`src/pkg/lpcg_pkg.sv`:
```
// package: constants and carriers for the low-power clock gate controller
package lpcg_pkg;
    localparam int ADDR_W = 24;
    localparam int FC_W = 3;
    localparam int IPL_W = 3;
    localparam logic [2:0] FC_SUPER_DATA = 3'h5;
    localparam logic [ADDR_W-1:0] LP_ADDR_RST = 24'hfffff0;
    // halt fetch: write cycle, opcode fetch, operand fetch(es)
    localparam logic [2:0] CYC_16 = 3'h3;
    localparam logic [2:0] CYC_8 = 3'h4;
    localparam logic [2:0] SW_CYC_16 = 3'h2;
    localparam logic [2:0] CNT_RST = 3'h0;
    localparam int STABLE_NS = 1000;
    localparam int CLK_NS = 100;
    localparam int STABLE_CYC = (STABLE_NS + CLK_NS - 1) / CLK_NS;
    // processor bus as seen by the controller
    typedef struct packed {
        logic [ADDR_W-1:0] addr;
        logic [FC_W-1:0] fc;
        logic rd_wr_n;
        logic as_n;
    } lpcg_bus_s;
    typedef enum logic [2:0] {ST_RUN, ST_COUNT, ST_SLEEP, ST_WAKE, ST_RELEASE} lpcg_state_e;
endpackage : lpcg_pkg
```
`src/hw/lpcg_gate.sv`:
```
// module: low-power clock gate controller outside a static processor
// Summary of operation
// - entry only from supervisor mode
// - software enters through exception handler
// - trigger address is configurable constant
// - hit on address, write, function code 101
// - count bus cycles from the hit write
// - gate clock after halt operand fetch
// - 8-bit bus waits one extra cycle
// - gated clock shows no runt pulses except at a reset during sleep
// - optional arbitration during status word fetch
// - wake only on interrupt level at or above selected
// - clock stable before restart request
// - restart at next falling system edge
// - release bus request after wake
// - handler writes address then halts
`timescale 1ns/1ps
module lpcg_gate
    import lpcg_pkg::*;
#(
    parameter logic [ADDR_W-1:0] LP_ADDR = LP_ADDR_RST,
    parameter int STABLE_WAIT = STABLE_CYC
)
(
    // clock and reset
    input wire logic ref_clk_i,
    input wire logic rst_n_i,
    // processor bus
    input wire lpcg_bus_s bus_i,
    input wire logic bus8_mode_i,
    // wake control
    input wire logic [IPL_W-1:0] interrupt_level_inputs_i,
    input wire logic [IPL_W-1:0] wake_level_i,
    input wire logic sys_clk_stable_i,
    input wire logic clock_restart_req_i,
    input wire logic float_en_i,
    // clock and arbitration out
    output logic cpu_clk_o,
    output logic bus_request_line_o,
    output logic low_power_addr_hit_o,
    output logic asleep_o
);
    // refuse a stability wait that the eight-bit wait counter cannot serve
    if (STABLE_WAIT < 1 || STABLE_WAIT > 255) begin : g_bad_wait
        $error("stable wait must be 1 to 255 cycles");
    end
    lpcg_state_e state_r, state_nxt; // sequencer
    logic [2:0] cnt_r, cnt_nxt; // bus cycles since hit
    logic as_d_r; // previous strobe level
    logic gate_en_r; // clock enable, changed on falling edge
    logic hit_r; // address hit seen
    logic br_r; // bus request held
    logic [7:0] stab_r; // stability wait
    logic restart_s; // synchronised restart
    logic rst_s; // synchronised reset release
    // last halt fetch cycle: the counter is about to reach its mark
    function automatic logic op_done(input logic [2:0] cnt, input logic [2:0] last);
        return (cnt + 3'h1) == last;
    endfunction : op_done
    // synchronise restart and reset
    lpcg_sync u_sync_rst (
        .ref_clk_i(ref_clk_i),
        .rst_n_i(rst_n_i),
        .d_i(1'b1),
        .q_o(rst_s)
    );
    lpcg_sync u_sync_rs (
        .ref_clk_i(ref_clk_i),
        .rst_n_i(rst_n_i),
        .d_i(clock_restart_req_i),
        .q_o(restart_s)
    );
    // address hit decode: the handler's supervisor byte write
    wire hit_now = (bus_i.addr == LP_ADDR) && !bus_i.rd_wr_n
        && (bus_i.fc == FC_SUPER_DATA) && !bus_i.as_n;
    wire cyc_end = bus_i.as_n && !as_d_r; // strobe negation ends a cycle
    wire [2:0] cyc_last = bus8_mode_i ? CYC_8 : CYC_16;
    wire irq_ok = (interrupt_level_inputs_i >= wake_level_i)
        && (interrupt_level_inputs_i != 3'h0);
    wire stab_done = (stab_r >= 8'(STABLE_WAIT));
    // clock stays off from sleep until the sequencer is back in run
    wire clk_off = (state_r == ST_SLEEP) || (state_r == ST_WAKE) || (state_r == ST_RELEASE);
    // next-state logic
    always_comb begin
        state_nxt = state_r;
        cnt_nxt = cnt_r;
        unique case (state_r)
            // running: wait for the trigger write
            ST_RUN: begin
                cnt_nxt = CNT_RST;
                if (hit_now) state_nxt = ST_COUNT;
            end
            // counting the write and the halt fetch cycles
            ST_COUNT: begin
                if (cyc_end) cnt_nxt = cnt_r + 3'h1;
                if (cyc_end && op_done(cnt_r, cyc_last)) state_nxt = ST_SLEEP;
            end
            // clock off: wait for a wake level on a stable clock
            ST_SLEEP: begin
                if (irq_ok && sys_clk_stable_i) state_nxt = ST_WAKE;
            end
            // wait for the synchronised restart and the stability count
            ST_WAKE: begin
                if (restart_s && stab_done) state_nxt = ST_RELEASE;
            end
            // one cycle to drop the bus request before the clock returns
            ST_RELEASE: begin
                cnt_nxt = CNT_RST;
                state_nxt = ST_RUN;
            end
        endcase
    end
    // sequencer registers
    always_ff @(posedge ref_clk_i or negedge rst_n_i) begin
        if (!rst_n_i) begin
            state_r <= ST_RUN;
            cnt_r <= CNT_RST;
            as_d_r <= 1'b1;
        end else if (!rst_s) begin
            state_r <= ST_RUN;
            cnt_r <= CNT_RST;
            as_d_r <= 1'b1;
        end else begin
            state_r <= state_nxt;
            cnt_r <= cnt_nxt;
            as_d_r <= bus_i.as_n;
        end
    end
    // hit flag, cleared on restart
    always_ff @(posedge ref_clk_i or negedge rst_n_i) begin
        if (!rst_n_i) hit_r <= 1'b0;
        else if (hit_now) hit_r <= 1'b1;
        else if (state_r == ST_RELEASE || !rst_s) hit_r <= 1'b0;
    end
    // stability counter in wake state
    always_ff @(posedge ref_clk_i or negedge rst_n_i) begin
        if (!rst_n_i) stab_r <= 8'h0;
        else if (state_r != ST_WAKE) stab_r <= 8'h0;
        else if (!stab_done) stab_r <= stab_r + 8'h1;
    end
    // bus request: raised on status word fetch, dropped on wake
    always_ff @(posedge ref_clk_i or negedge rst_n_i) begin
        if (!rst_n_i) br_r <= 1'b0;
        else if (state_r == ST_COUNT && cnt_r == SW_CYC_16 && float_en_i) br_r <= 1'b1;
        else if (state_r == ST_RELEASE) br_r <= 1'b0;
    end
    // enable changes on falling edge while clock low, so no runt; a reset sets it at once
    always_ff @(negedge ref_clk_i or negedge rst_n_i) begin
        if (!rst_n_i) gate_en_r <= 1'b1;
        else gate_en_r <= !clk_off;
    end
    assign cpu_clk_o = ref_clk_i & gate_en_r;
    assign bus_request_line_o = br_r;
    assign low_power_addr_hit_o = hit_r;
    assign asleep_o = !gate_en_r;
    // a qualifying write is remembered from the next edge on
    a_hit_decode: assert property (@(posedge ref_clk_i) disable iff (!rst_n_i)
        hit_now |=> hit_r) else $error("hit not latched");
    // the flag stays set until the restart or a reset clears it
    a_hit_hold: assert property (@(posedge ref_clk_i) disable iff (!rst_n_i)
        (hit_r && state_r != ST_RELEASE && rst_s) |=> hit_r) else $error("hit lost");
    // a read or any other function code never raises the flag
    a_user_no_hit: assert property (@(posedge ref_clk_i) disable iff (!rst_n_i)
        (!hit_r && (bus_i.fc != FC_SUPER_DATA || bus_i.rd_wr_n)) |=> !hit_r)
        else $error("hit without supervisor write");
    // the counter never runs past its mark while counting
    a_cnt_range: assert property (@(posedge ref_clk_i) disable iff (!rst_n_i)
        (state_r == ST_COUNT) |-> cnt_r < cyc_last) else $error("count overran");
    // the last operand cycle end sends the sequencer to sleep
    a_sleep_after: assert property (@(posedge ref_clk_i) disable iff (!rst_n_i)
        (state_r == ST_COUNT && cyc_end && op_done(cnt_r, cyc_last) && rst_s)
        |=> state_r == ST_SLEEP) else $error("no sleep after operand");
    // an eight-bit bus needs its fourth cycle end before sleeping
    a_eight_bit: assert property (@(posedge ref_clk_i) disable iff (!rst_n_i)
        (state_r == ST_COUNT && bus8_mode_i && cnt_r < 3'h3) |=> state_r != ST_SLEEP)
        else $error("8-bit slept early");
    // one edge into sleep the enable has dropped
    a_gate_off: assert property (@(posedge ref_clk_i) disable iff (!rst_n_i)
        (state_r == ST_SLEEP) ##1 (state_r == ST_SLEEP) |-> !gate_en_r)
        else $error("clock not gated");
    // a level of zero or below the wake level keeps it asleep
    a_wake_irq: assert property (@(posedge ref_clk_i) disable iff (!rst_n_i)
        (state_r == ST_SLEEP && (interrupt_level_inputs_i == 3'h0
        || interrupt_level_inputs_i < wake_level_i)) |=> state_r != ST_WAKE)
        else $error("woke without interrupt");
    // restart waits for the stability count
    a_wake_stable: assert property (@(posedge ref_clk_i) disable iff (!rst_n_i)
        (state_r == ST_WAKE && !stab_done) |=> state_r != ST_RELEASE)
        else $error("restart before stable");
    // a request that has not passed both synchroniser stages is not acted on
    a_restart_sync: assert property (@(posedge ref_clk_i) disable iff (!rst_n_i)
        (state_r == ST_WAKE && !$past(clock_restart_req_i, 2)) |=> state_r != ST_RELEASE)
        else $error("restart used unsynchronised");
    // a float request is raised during the status word fetch
    a_br_raise: assert property (@(posedge ref_clk_i) disable iff (!rst_n_i)
        (state_r == ST_COUNT && cnt_r == SW_CYC_16 && float_en_i) |=> br_r)
        else $error("bus request not raised");
    // the bus request is gone before the clock comes back
    a_br_release: assert property (@(posedge ref_clk_i) disable iff (!rst_n_i)
        (state_r == ST_RELEASE) |=> !br_r) else $error("bus request held");
    // the clock stays off through the release cycle
    a_rel_clk_off: assert property (@(posedge ref_clk_i) disable iff (!rst_n_i)
        (state_r == ST_RELEASE) |-> !gate_en_r) else $error("clock back before release");
    // a restart leaves count and flag clear for the next entry
    a_clear_cnt: assert property (@(posedge ref_clk_i) disable iff (!rst_n_i)
        (state_r == ST_RELEASE && rst_s && !hit_now) |=> cnt_r == CNT_RST && !hit_r)
        else $error("state not cleared");
    // the clock runs freely while the sequencer is in run
    a_clk_on: assert property (@(posedge ref_clk_i) disable iff (!rst_n_i)
        (state_r == ST_RUN) ##1 (state_r == ST_RUN) |-> gate_en_r)
        else $error("clock gated while running");
    // main scenarios: sleep, synchronised restart, release, float and eight-bit entry
    c_sleep: cover property (@(posedge ref_clk_i) state_r == ST_SLEEP);
    c_restart: cover property (@(posedge ref_clk_i) state_r == ST_WAKE && restart_s);
    c_wake: cover property (@(posedge ref_clk_i) state_r == ST_RELEASE);
    c_float: cover property (@(posedge ref_clk_i) br_r);
    c_eight: cover property (@(posedge ref_clk_i) bus8_mode_i && state_r == ST_SLEEP);
endmodule : lpcg_gate

```
`src/hw/lpcg_sync.sv`:
```
// module: two flip-flop synchroniser
`timescale 1ns/1ps
module lpcg_sync
    import lpcg_pkg::*;
(
    // clock and reset
    input wire logic ref_clk_i,
    input wire logic rst_n_i,
    // level in and out
    input wire logic d_i,
    output logic q_o
);
    logic meta_r; // first stage, read only by second
    logic q_r; // second stage
    // shift the level through two stages
    always_ff @(posedge ref_clk_i or negedge rst_n_i) begin
        if (!rst_n_i) begin
            meta_r <= 1'b0;
            q_r <= 1'b0;
        end else begin
            meta_r <= d_i;
            q_r <= meta_r;
        end
    end
    assign q_o = q_r;
endmodule : lpcg_sync

```
`config.mk`:
```
export PLATFORM = sky130hd
export DESIGN_NAME = lpcg_gate
export DESIGN_NICKNAME = d
export VERILOG_FILES = /design/src/pkg/lpcg_pkg.sv /design/src/hw/lpcg_gate.sv /design/src/hw/lpcg_sync.sv
export SDC_FILE = /design/constraint.sdc
export NUM_CORES = 1
export LEC_CHECK = 0
export BUFFER_PORTS_ARGS = -buffer_cell sky130_fd_sc_hd__buf_4
export CORE_ASPECT_RATIO = 1.1
export CORE_MARGIN = 3
export CORE_UTILIZATION = 51
export DETAILED_ROUTE_END_ITERATION = 10
export GPL_ROUTABILITY_DRIVEN = 1
export HOLD_SLACK_MARGIN = 0.1
export PLACE_DENSITY = 0.83
export SYNTH_ARGS = -nofsm -noshare
export SYNTH_HDL_FRONTEND = slang
export SYNTH_SLANG_ARGS = --single-unit
export TNS_END_PERCENT = 30
```
`constraint.sdc`:
```
create_clock -name ref_clk_i -period 4.5 [get_ports ref_clk_i]
set_input_delay 0.45 -clock ref_clk_i [delete_from_list [all_inputs] [get_ports ref_clk_i]]
set_output_delay 0.45 -clock ref_clk_i [all_outputs]
set_load 0.02 [all_outputs]
```
# == Yosys cells after proc, flatten, opt, wreduce, memory -nomap -nowiden ==
# Index checks and enable logic that the tools add are counted.
# totals
elab_cells,75
reg_bits,22
# classes
bitwise_logic,1
reduce_logical,26
muxes,17
n_eq_ne,16
addsub,2
n_lt_le_gt_ge,2
# ops
cell,count
"24-bit equality test, second input constant",1
3-bit two-way mux,8
"3-bit != test, second input constant",6
8-bit two-way mux,2
3-bit one-hot mux with 5 select lines,1
1-bit logical AND,10
"3-bit by 2-bit equality test with 1-bit output, second input constant",3
"8-bit by 1-bit adder with 8-bit output, second input constant",1
"8-bit by 4-bit >= comparator with 1-bit output, second input constant",1
"3-bit equality test, second input constant",2
1-bit logical NOT,6
3-bit one-hot mux with 2 select lines,1
1-bit two-way mux,5
4-bit AND reduction,1
2-bit nonzero test,2
"3-bit by 1-bit adder with 3-bit output, second input constant",1
"3-bit by 1-bit equality test with 1-bit output, second input constant",1
3-bit equality test,1
3-bit >= comparator,1
3-bit logical NOT,1
1-bit logical OR,3
"3-bit by 2-bit != test with 1-bit output, second input constant",1
3-bit nonzero test,1
"2-bit by 1-bit != test with 1-bit output, second input constant",1
other kinds (3),3

# == Depth between registers and ports, before layout ==
# Gate-level depths: netlist of run 1.
# depth
word_depth,7
ltp_mapped,6
depth_no_buf,6

# == Modules after synthesis ==
# From an unflattened synthesis of run 1, not the netlist that was laid out.
# hier_totals
cells_unflattened,114
hier_area_um2,1184.9
# by_module_without_submodules
module,seq_area_each_um2,cells_per_inst,instances,area_per_inst_um2
lpcg_gate,452.9,110,1,1084.8
lpcg_sync,50.0,2,2,50.0

==> results of run 1 <==
## layout make-up
class,count,share of cell area
multi-input cells,79,0.3565
flip-flops and latches,22,0.3494
repair buffers,44,0.2103
clock inverters,3,0.02372
well taps,28,0.02213
clock buffers,4,0.01897
inverters,8,0.01897
## report_power, final
group          internal, mW  total (mW)  switching (mW)
combinational        0.0273      0.0410          0.0136
clock                 0.105       0.192          0.0864
sequential            0.200       0.202         0.00154
## cell usage after synthesis, drive strengths merged (2+ instances only)
cell type,number
inv,9
o21ai,4
or4,2
dfrtp,20
ha,7
nor2b,2
o211ai,2
and3,2
nor4,2
nand2,4
dfstp,2
xnor2,5
nand3,4
clkbuf,2
nand4b,2
nor2,13
a21oi,3
nand4,3
o31a,2
and2,4
## final timing paths
path / from / to / slack, ps / cells after the start
min in group asynchronous: rst_n_i / stab_r[0] / 530 / 2
max reg2reg: state_r[1] / gate_en_r / 1150 / 2
min: clock_restart_req_i / u_sync_rs.meta_r / 220 / 1
max in group asynchronous: rst_n_i / gate_en_r / 1480 / 2
max: gate_en_r / cpu_clk_o / 620 / 3
min reg2reg: u_sync_rs.meta_r / u_sync_rs.q_o / 360 / 0
## kinds of logic (layout without fill, tap and decap cells)
family | count (synthesis) | in the layout | share of synthesized area
buffers and inverters | 11 | 59 | 0.03564
muxes | 1 | 1 | 0.008640
AOI/OAI and AO/OA | 19 | 19 | 0.1199
and+or+nand+nor | 46 | 46 | 0.2419
DFF | 22 | 22 | 0.4773
xor gates and xnor gates | 5 | 5 | 0.03780
adders and majority gates | 7 | 7 | 0.07559
other | 1 | 1 | 0.003237
## metrics by stage
step	utilization	worst slack, ps
floorplan	-	885.4
global placement	0.7275	1046
detailed placement	0.7275	1042
CTS	0.7593	612.3
global route	0.7593	556.7
finish	0.7593	622.6
## sequential cells by signal (all words and copies together), names as in the netlist
| register | count |
|---|---|
| stab_r | 8 |
| cnt_r | 3 |
| state_r | 3 |
| as_d_r | 1 |
| bus_request_line_o | 1 |
| gate_en_r | 1 |
| low_power_addr_hit_o | 1 |
| u_sync_rs.meta_r | 1 |
| u_sync_rs.q_o | 1 |
| u_sync_rst.meta_r | 1 |
| u_sync_rst.q_o | 1 |
## critical path, cell delays in order (launching register included)
cell	delay, ps
dfstp_2	500
inv_1	40
nor2_1	110
buf_4	150
## metal layers
| layer | GRT usage | routed length [um] | vias to the layer above |
|---|---|---|---|
| met1 | 0.2160 | 940 | 475 |
| li1 | - | - | 493 |
| met4 | 0.07491 | 25 | 0 |
| met5 | 0 | 0 | - |
| met2 | 0.3727 | 1295 | 50 |
| met3 | 0.04558 | 262 | 3 |
## placed cells by master (no fill, tap or decap), drive strengths merged, types with 2 or more instances in the layout
master	instances
buf	44
dfrtp	20
nor2	13
inv	10
ha	7
xnor2	5
o21ai	4
nand2	4
nand3	4
and2	4
nand4	3
a21oi	3
clkbuf	3
nor2b	2
and3	2
nor4	2
nand4b	2
o31a	2
dfstp	2
or4	2
o211ai	2
==> results.json, run 1 <==
{
  "worst_hold_slack_ps": 222.6,
  "rsz0062_at_grt": "no",
  "gr-total-overflow": 0,
  "finalSetupViolCount": 0,
  "yosys-top-cells-area": "dfrtp_1 (43%), ha_1 (7.6%), dfstp_2 (4.5%)",
  "first_pass_iters": 4,
  "vias_per_cell": 5.431,
  "outcome": "finished clean",
  "diodes": 0,
  "postSynthAreaPerCell_um2": 10.34,
  "cts_tree": "built",
  "placed_cells": 182,
  "dp_hpwl_mm": 1.974,
  "power.density_nw_per_um2": 274.6,
  "io_pins": 45,
  "cts_max_path_buffers": 2,
  "synth.distinct_cells": 42,
  "synth.top_cell.area_share": 0.4320,
  "grt_max_degree": 23,
  "ys_seq_area_frac": 0.4773,
  "drt_iter0_drc": 27,
  "grt_usage": 0.2020,
  "cp.required_ps": 4050,
  "yosys_warnings": 0,
  "ys_ff_latch": 22,
  "tns_ps": 0,
  "fin_skew_ps": 57.03,
  "seqCellArea_um2": 553.0,
  "layout-drive-gt1-share": 0.3500,
  "root_buffer": "clkbuf_4",
  "hold_buffers": 1,
  "cts_setup_buffers": 0,
  "vias": 1021,
  "grt_pass1_wl_mm": 4.374,
  "max-cap-violations": 0,
  "finalNonFillerCells": 188,
  "path_clk_slew_ps": 130,
  "total_power_mw": 0.4346,
  "routedWlPerCell_um": 13.42,
  "initial_utilization": 0.5558,
  "dieArea_um2": 2880,
  "grt_antenna_before_repair": 0,
  "wirelength_mm": 2.523,
  "synth_edf_count": 0,
  "fp.dieH_um": 55.99,
  "port_buffers": 44,
  "die_w_um": 51.45,
  "hold_viol_final": 0,
  "path_max_fanout": 2,
  "hold_path.class": "in -> reg",
  "path_class": "reg -> out",
  "drv_slew": 0,
  "ys_dominant_reg_cell": "dfrtp_1",
  "syn-num-nets": 160,
  "area_delta_synth_final_pct": 36.61,
  "post_cts_resized": 0,
  "synth_top_area_cell": "dfrtp_1",
  "fill_cells": 149,
  "start_kind": "register",
  "placed_cell_area_um2": 1516,
  "synthArstFlopShare": 1.000,
  "cts_buffers": 3,
  "insertion_delay_ps": 370,
  "grt_pass1_vias": 1082,
  "drc": 0,
  "multiInputGateArea_um2": 564.3,
  "core-area_um2": 2085,
  "syn_inst": 112,
  "worstSetupEndpointType": "output port",
  "vdd_drop_max_mv": 0.1998,
  "gp_congestion": 0.7469,
  "p_leak_nw": 0.7868,
  "syn-cell-area_um2": 1159,
  "ant_nets": 0,
  "core.rowCount": 17,
  "fin_area_um2": 1583,
  "cp.arrival_ps": 3430,
  "cts_htree_levels": 1,
  "nets": 209
}
Note: power is estimated with default switching activity, not from simulation.
==> run 2, diff against run 1 <==
--- a/config.mk
+++ b/config.mk
@@ -5,10 +5,11 @@
 export SDC_FILE = /design/constraint.sdc
 export NUM_CORES = 1
 export LEC_CHECK = 0
+export ABC_AREA = 1
 export BUFFER_PORTS_ARGS = -buffer_cell sky130_fd_sc_hd__buf_4
 export CORE_ASPECT_RATIO = 1.1
 export CORE_MARGIN = 3
-export CORE_UTILIZATION = 51
+export CORE_UTILIZATION = 52
 export DETAILED_ROUTE_END_ITERATION = 10
 export GPL_ROUTABILITY_DRIVEN = 1
 export HOLD_SLACK_MARGIN = 0.1
==> run 2 against run 1 <==
Net effect: clock skew is 14 ps higher; non-clock buffer count stayed put; total power is 31% higher; setup slack worse by 60 ps; sequential power is 18% higher; critical path type unchanged; critical endpoint unchanged.
==> results.json, run 2 <==
{
  "r2r-start": "state_r[1]",
  "vias": 1206,
  "setup_ws_ps": 562.3,
  "nets": 268,
  "max-cap-violations": 0,
  "first_pass_iters": 4,
  "r2r_setup_slack_ps": 1240,
  "gr-total-overflow": 0,
  "syn_inst": 168,
  "postSynthAreaPerCell_um2": 7.395,
  "power.density_nw_per_um2": 343.5,
  "layout-drive-gt1-share": 0.2557,
  "worstSetupEndpointType": "output port",
  "hold_viol_final": 0,
  "port_buffers": 44,
  "cp.arrival_ps": 3490,
  "path_clk_slew_ps": 120,
  "dieArea_um2": 3012,
  "ant_nets": 0,
  "start_kind": "register",
  "diodes": 0,
  "finalSetupViolCount": 0,
  "vias_per_cell": 4.883,
  "min_to": "u_sync_rs.meta_r",
  "ys_dominant_reg_cell": "dfrtp_1",
  "p_leak_nw": 0.8915,
  "synth_top_area_cell": "dfrtp_1",
  "top_regs": "stab_r x8, cnt_r x3, state_r x3",
  "cp_slowest_cell": "dfstp_2",
  "synth_common_cells": "nand2_1 (41), inv_1 (29), nor2_1 (26), dfrtp_1 (20), nand3_1 (16)",
  "vdd_drop_max_mv": 0.3437,
  "fp.dieH_um": 57.27,
  "grt_max_degree": 23,
  "ys_ff_latch": 22,
  "core-area_um2": 2127,
  "yosys_warnings": 0,
  "cts_tree": "built",
  "drv_slew": 0,
  "fill_cells": 172,
  "final_util": 0.7812,
  "dp_hpwl_mm": 2.226,
  "yosys-top-cells-area": "dfrtp_1 (40%), nand2_1 (12%), inv_1 (8.8%)",
  "drc": 0,
  "path_class": "reg -> out",
  "cpLargestDelayFamily": "flip-flops",
  "insertion_delay_ps": 480,
  "final_cell_mix": "buf_4 (44), nand2_1 (41), inv_1 (29)",
  "outcome": "finished clean",
  "rsz0062_at_grt": "no",
  "routedWlPerCell_um": 11.30,
  "slowest_delay_ps": 520,
  "hold_path.class": "in -> reg",
  "synthArstFlopShare": 1.000,
  "crit_chain": "nand2_1 > inv_1 > buf_4",
  "mostFrequentLayoutCell": "buf_4",
  "wirelength_mm": 2.791,
  "r2r-end": "gate_en_r",
  "grt_usage": 0.2106,
  "fin_skew_ps": 70.66,
  "io_pins": 45,
  "drt_iter0_drc": 33,
  "largest_register_ff_count": 8,
  "area_delta_synth_final_pct": 33.74,
  "min-delay-start": "clock_restart_req_i",
  "grt_antenna_before_repair": 0,
  "core.rowCount": 17,
  "crit_buf_inv": 2,
  "post_cts_resized": 0,
  "worstRegToRegCells": 4,
  "grt_pass1_wl_mm": 4.747,
  "gp_congestion": 0.7844,
  "syn-num-nets": 216,
  "synth.top_cell.area_share": 0.4028,
  "die_w_um": 52.61,
  "largest_register": "stab_r",
  "worst_hold_path.num_cells": 1,
  "path_max_fanout": 2,
  "synth_edf_count": 0,
  "cp.required_ps": 4050,
  "dpl_worst_slack_ps": 1086,
  "initial_utilization": 0.5841,
  "synth.most_common_cell": "nand2_1",
  "ys_seq_area_frac": 0.4451,
  "grt_pass1_vias": 1255,
  "tns_ps": 0,
  "synth.distinct_cells": 20,
  "syn-cell-area_um2": 1242
}
## run 2: changes by cell type after synthesis, moves of 3 or more
cell | before | now
nor2_1 | 12 | 26
nand2_1 | 4 | 41
nand3_1 | 4 | 16
xnor2_1 | 5 | 0
and2_1 | 3 | 0
inv_1 | 9 | 29
## run 2: logic make-up after synthesis
kind of cell | Yosys count | synth area share
and+or+nand+nor | 89 | 0.3021
buffers and inverters | 32 | 0.09768
DFF | 22 | 0.4451
AOI/OAI and AO/OA | 17 | 0.08157
adders and majority gates | 7 | 0.07049
other | 1 | 0.003018
## run 2: per-layer routing
layer	vias up	share of wire	track usage
met2	46	0.52	0.3617
met3	7	0.067	0.08616
met1	530	0.40	0.2284
met4	0	0.010	0.07664
li1	623	-	-
met5	-	0	0
## run 2: area by class of cell
type / count / area (um2) / area share
clock buffer: 8 / 56.30 / 0.03389
timing repair buffer: 44 / 332.8 / 0.2003
tap: 28 / 35.03 / 0.02108
multi-input combinational: 114 / 568.0 / 0.3419
clock inverter: 2 / 7.507 / 0.004518
sequential: 22 / 553.0 / 0.3328
inverter: 29 / 108.9 / 0.06551
## run 2: metrics by stage
| stage | power, mW | hold slack, ps | cell area (um2) | instances |
|---|---|---|---|---|
| after floorplan | 0.3579 | 154.4 | 1242 | 168 |
| after global placement | 0.4276 | 333.0 | 1603 | 239 |
| after detailed placement | 0.4351 | 335.6 | 1603 | 239 |
| after CTS | 0.5716 | 128.4 | 1662 | 247 |
| after global routing | 0.6069 | 116.8 | 1662 | 247 |
| final | 0.5707 | 133.9 | 1662 | 247 |
## run 2: worst register-to-register path, delay by kind of cell (launching register included)
| kind | cells | cell delay (ps) |
|---|---|---|
| AND/OR/NAND/NOR | 2 | 380 |
| buffers and inverters | 1 | 90 |
| AO/OA/AOI/OAI | 1 | 80 |
| flip-flops | 1 | 450 |
## run 2: worst max-delay path by stage
stage                     cells past startpoint       from        end  slack [ps]
after floorplan                               2  gate_en_r  cpu_clk_o        1120
after global placement                        3  gate_en_r  cpu_clk_o        1100
after detailed placement                      3  gate_en_r  cpu_clk_o        1090
after CTS                                     3  gate_en_r  cpu_clk_o         560
after global routing                          3  gate_en_r  cpu_clk_o         530
final                                         3  gate_en_r  cpu_clk_o         560
## run 2: where the power goes
part / total (mW) / switching [mW] / internal (mW)
Clock: 0.170 / 0.0911 / 0.0793
Combinational: 0.161 / 0.0926 / 0.0688
Sequential: 0.239 / 0.0185 / 0.220
## run 2: timing repair
item	4_1_cts	5_1_grt
hold endpoints to repair	20	0
setup buffers	0	0
hold buffers	1	0
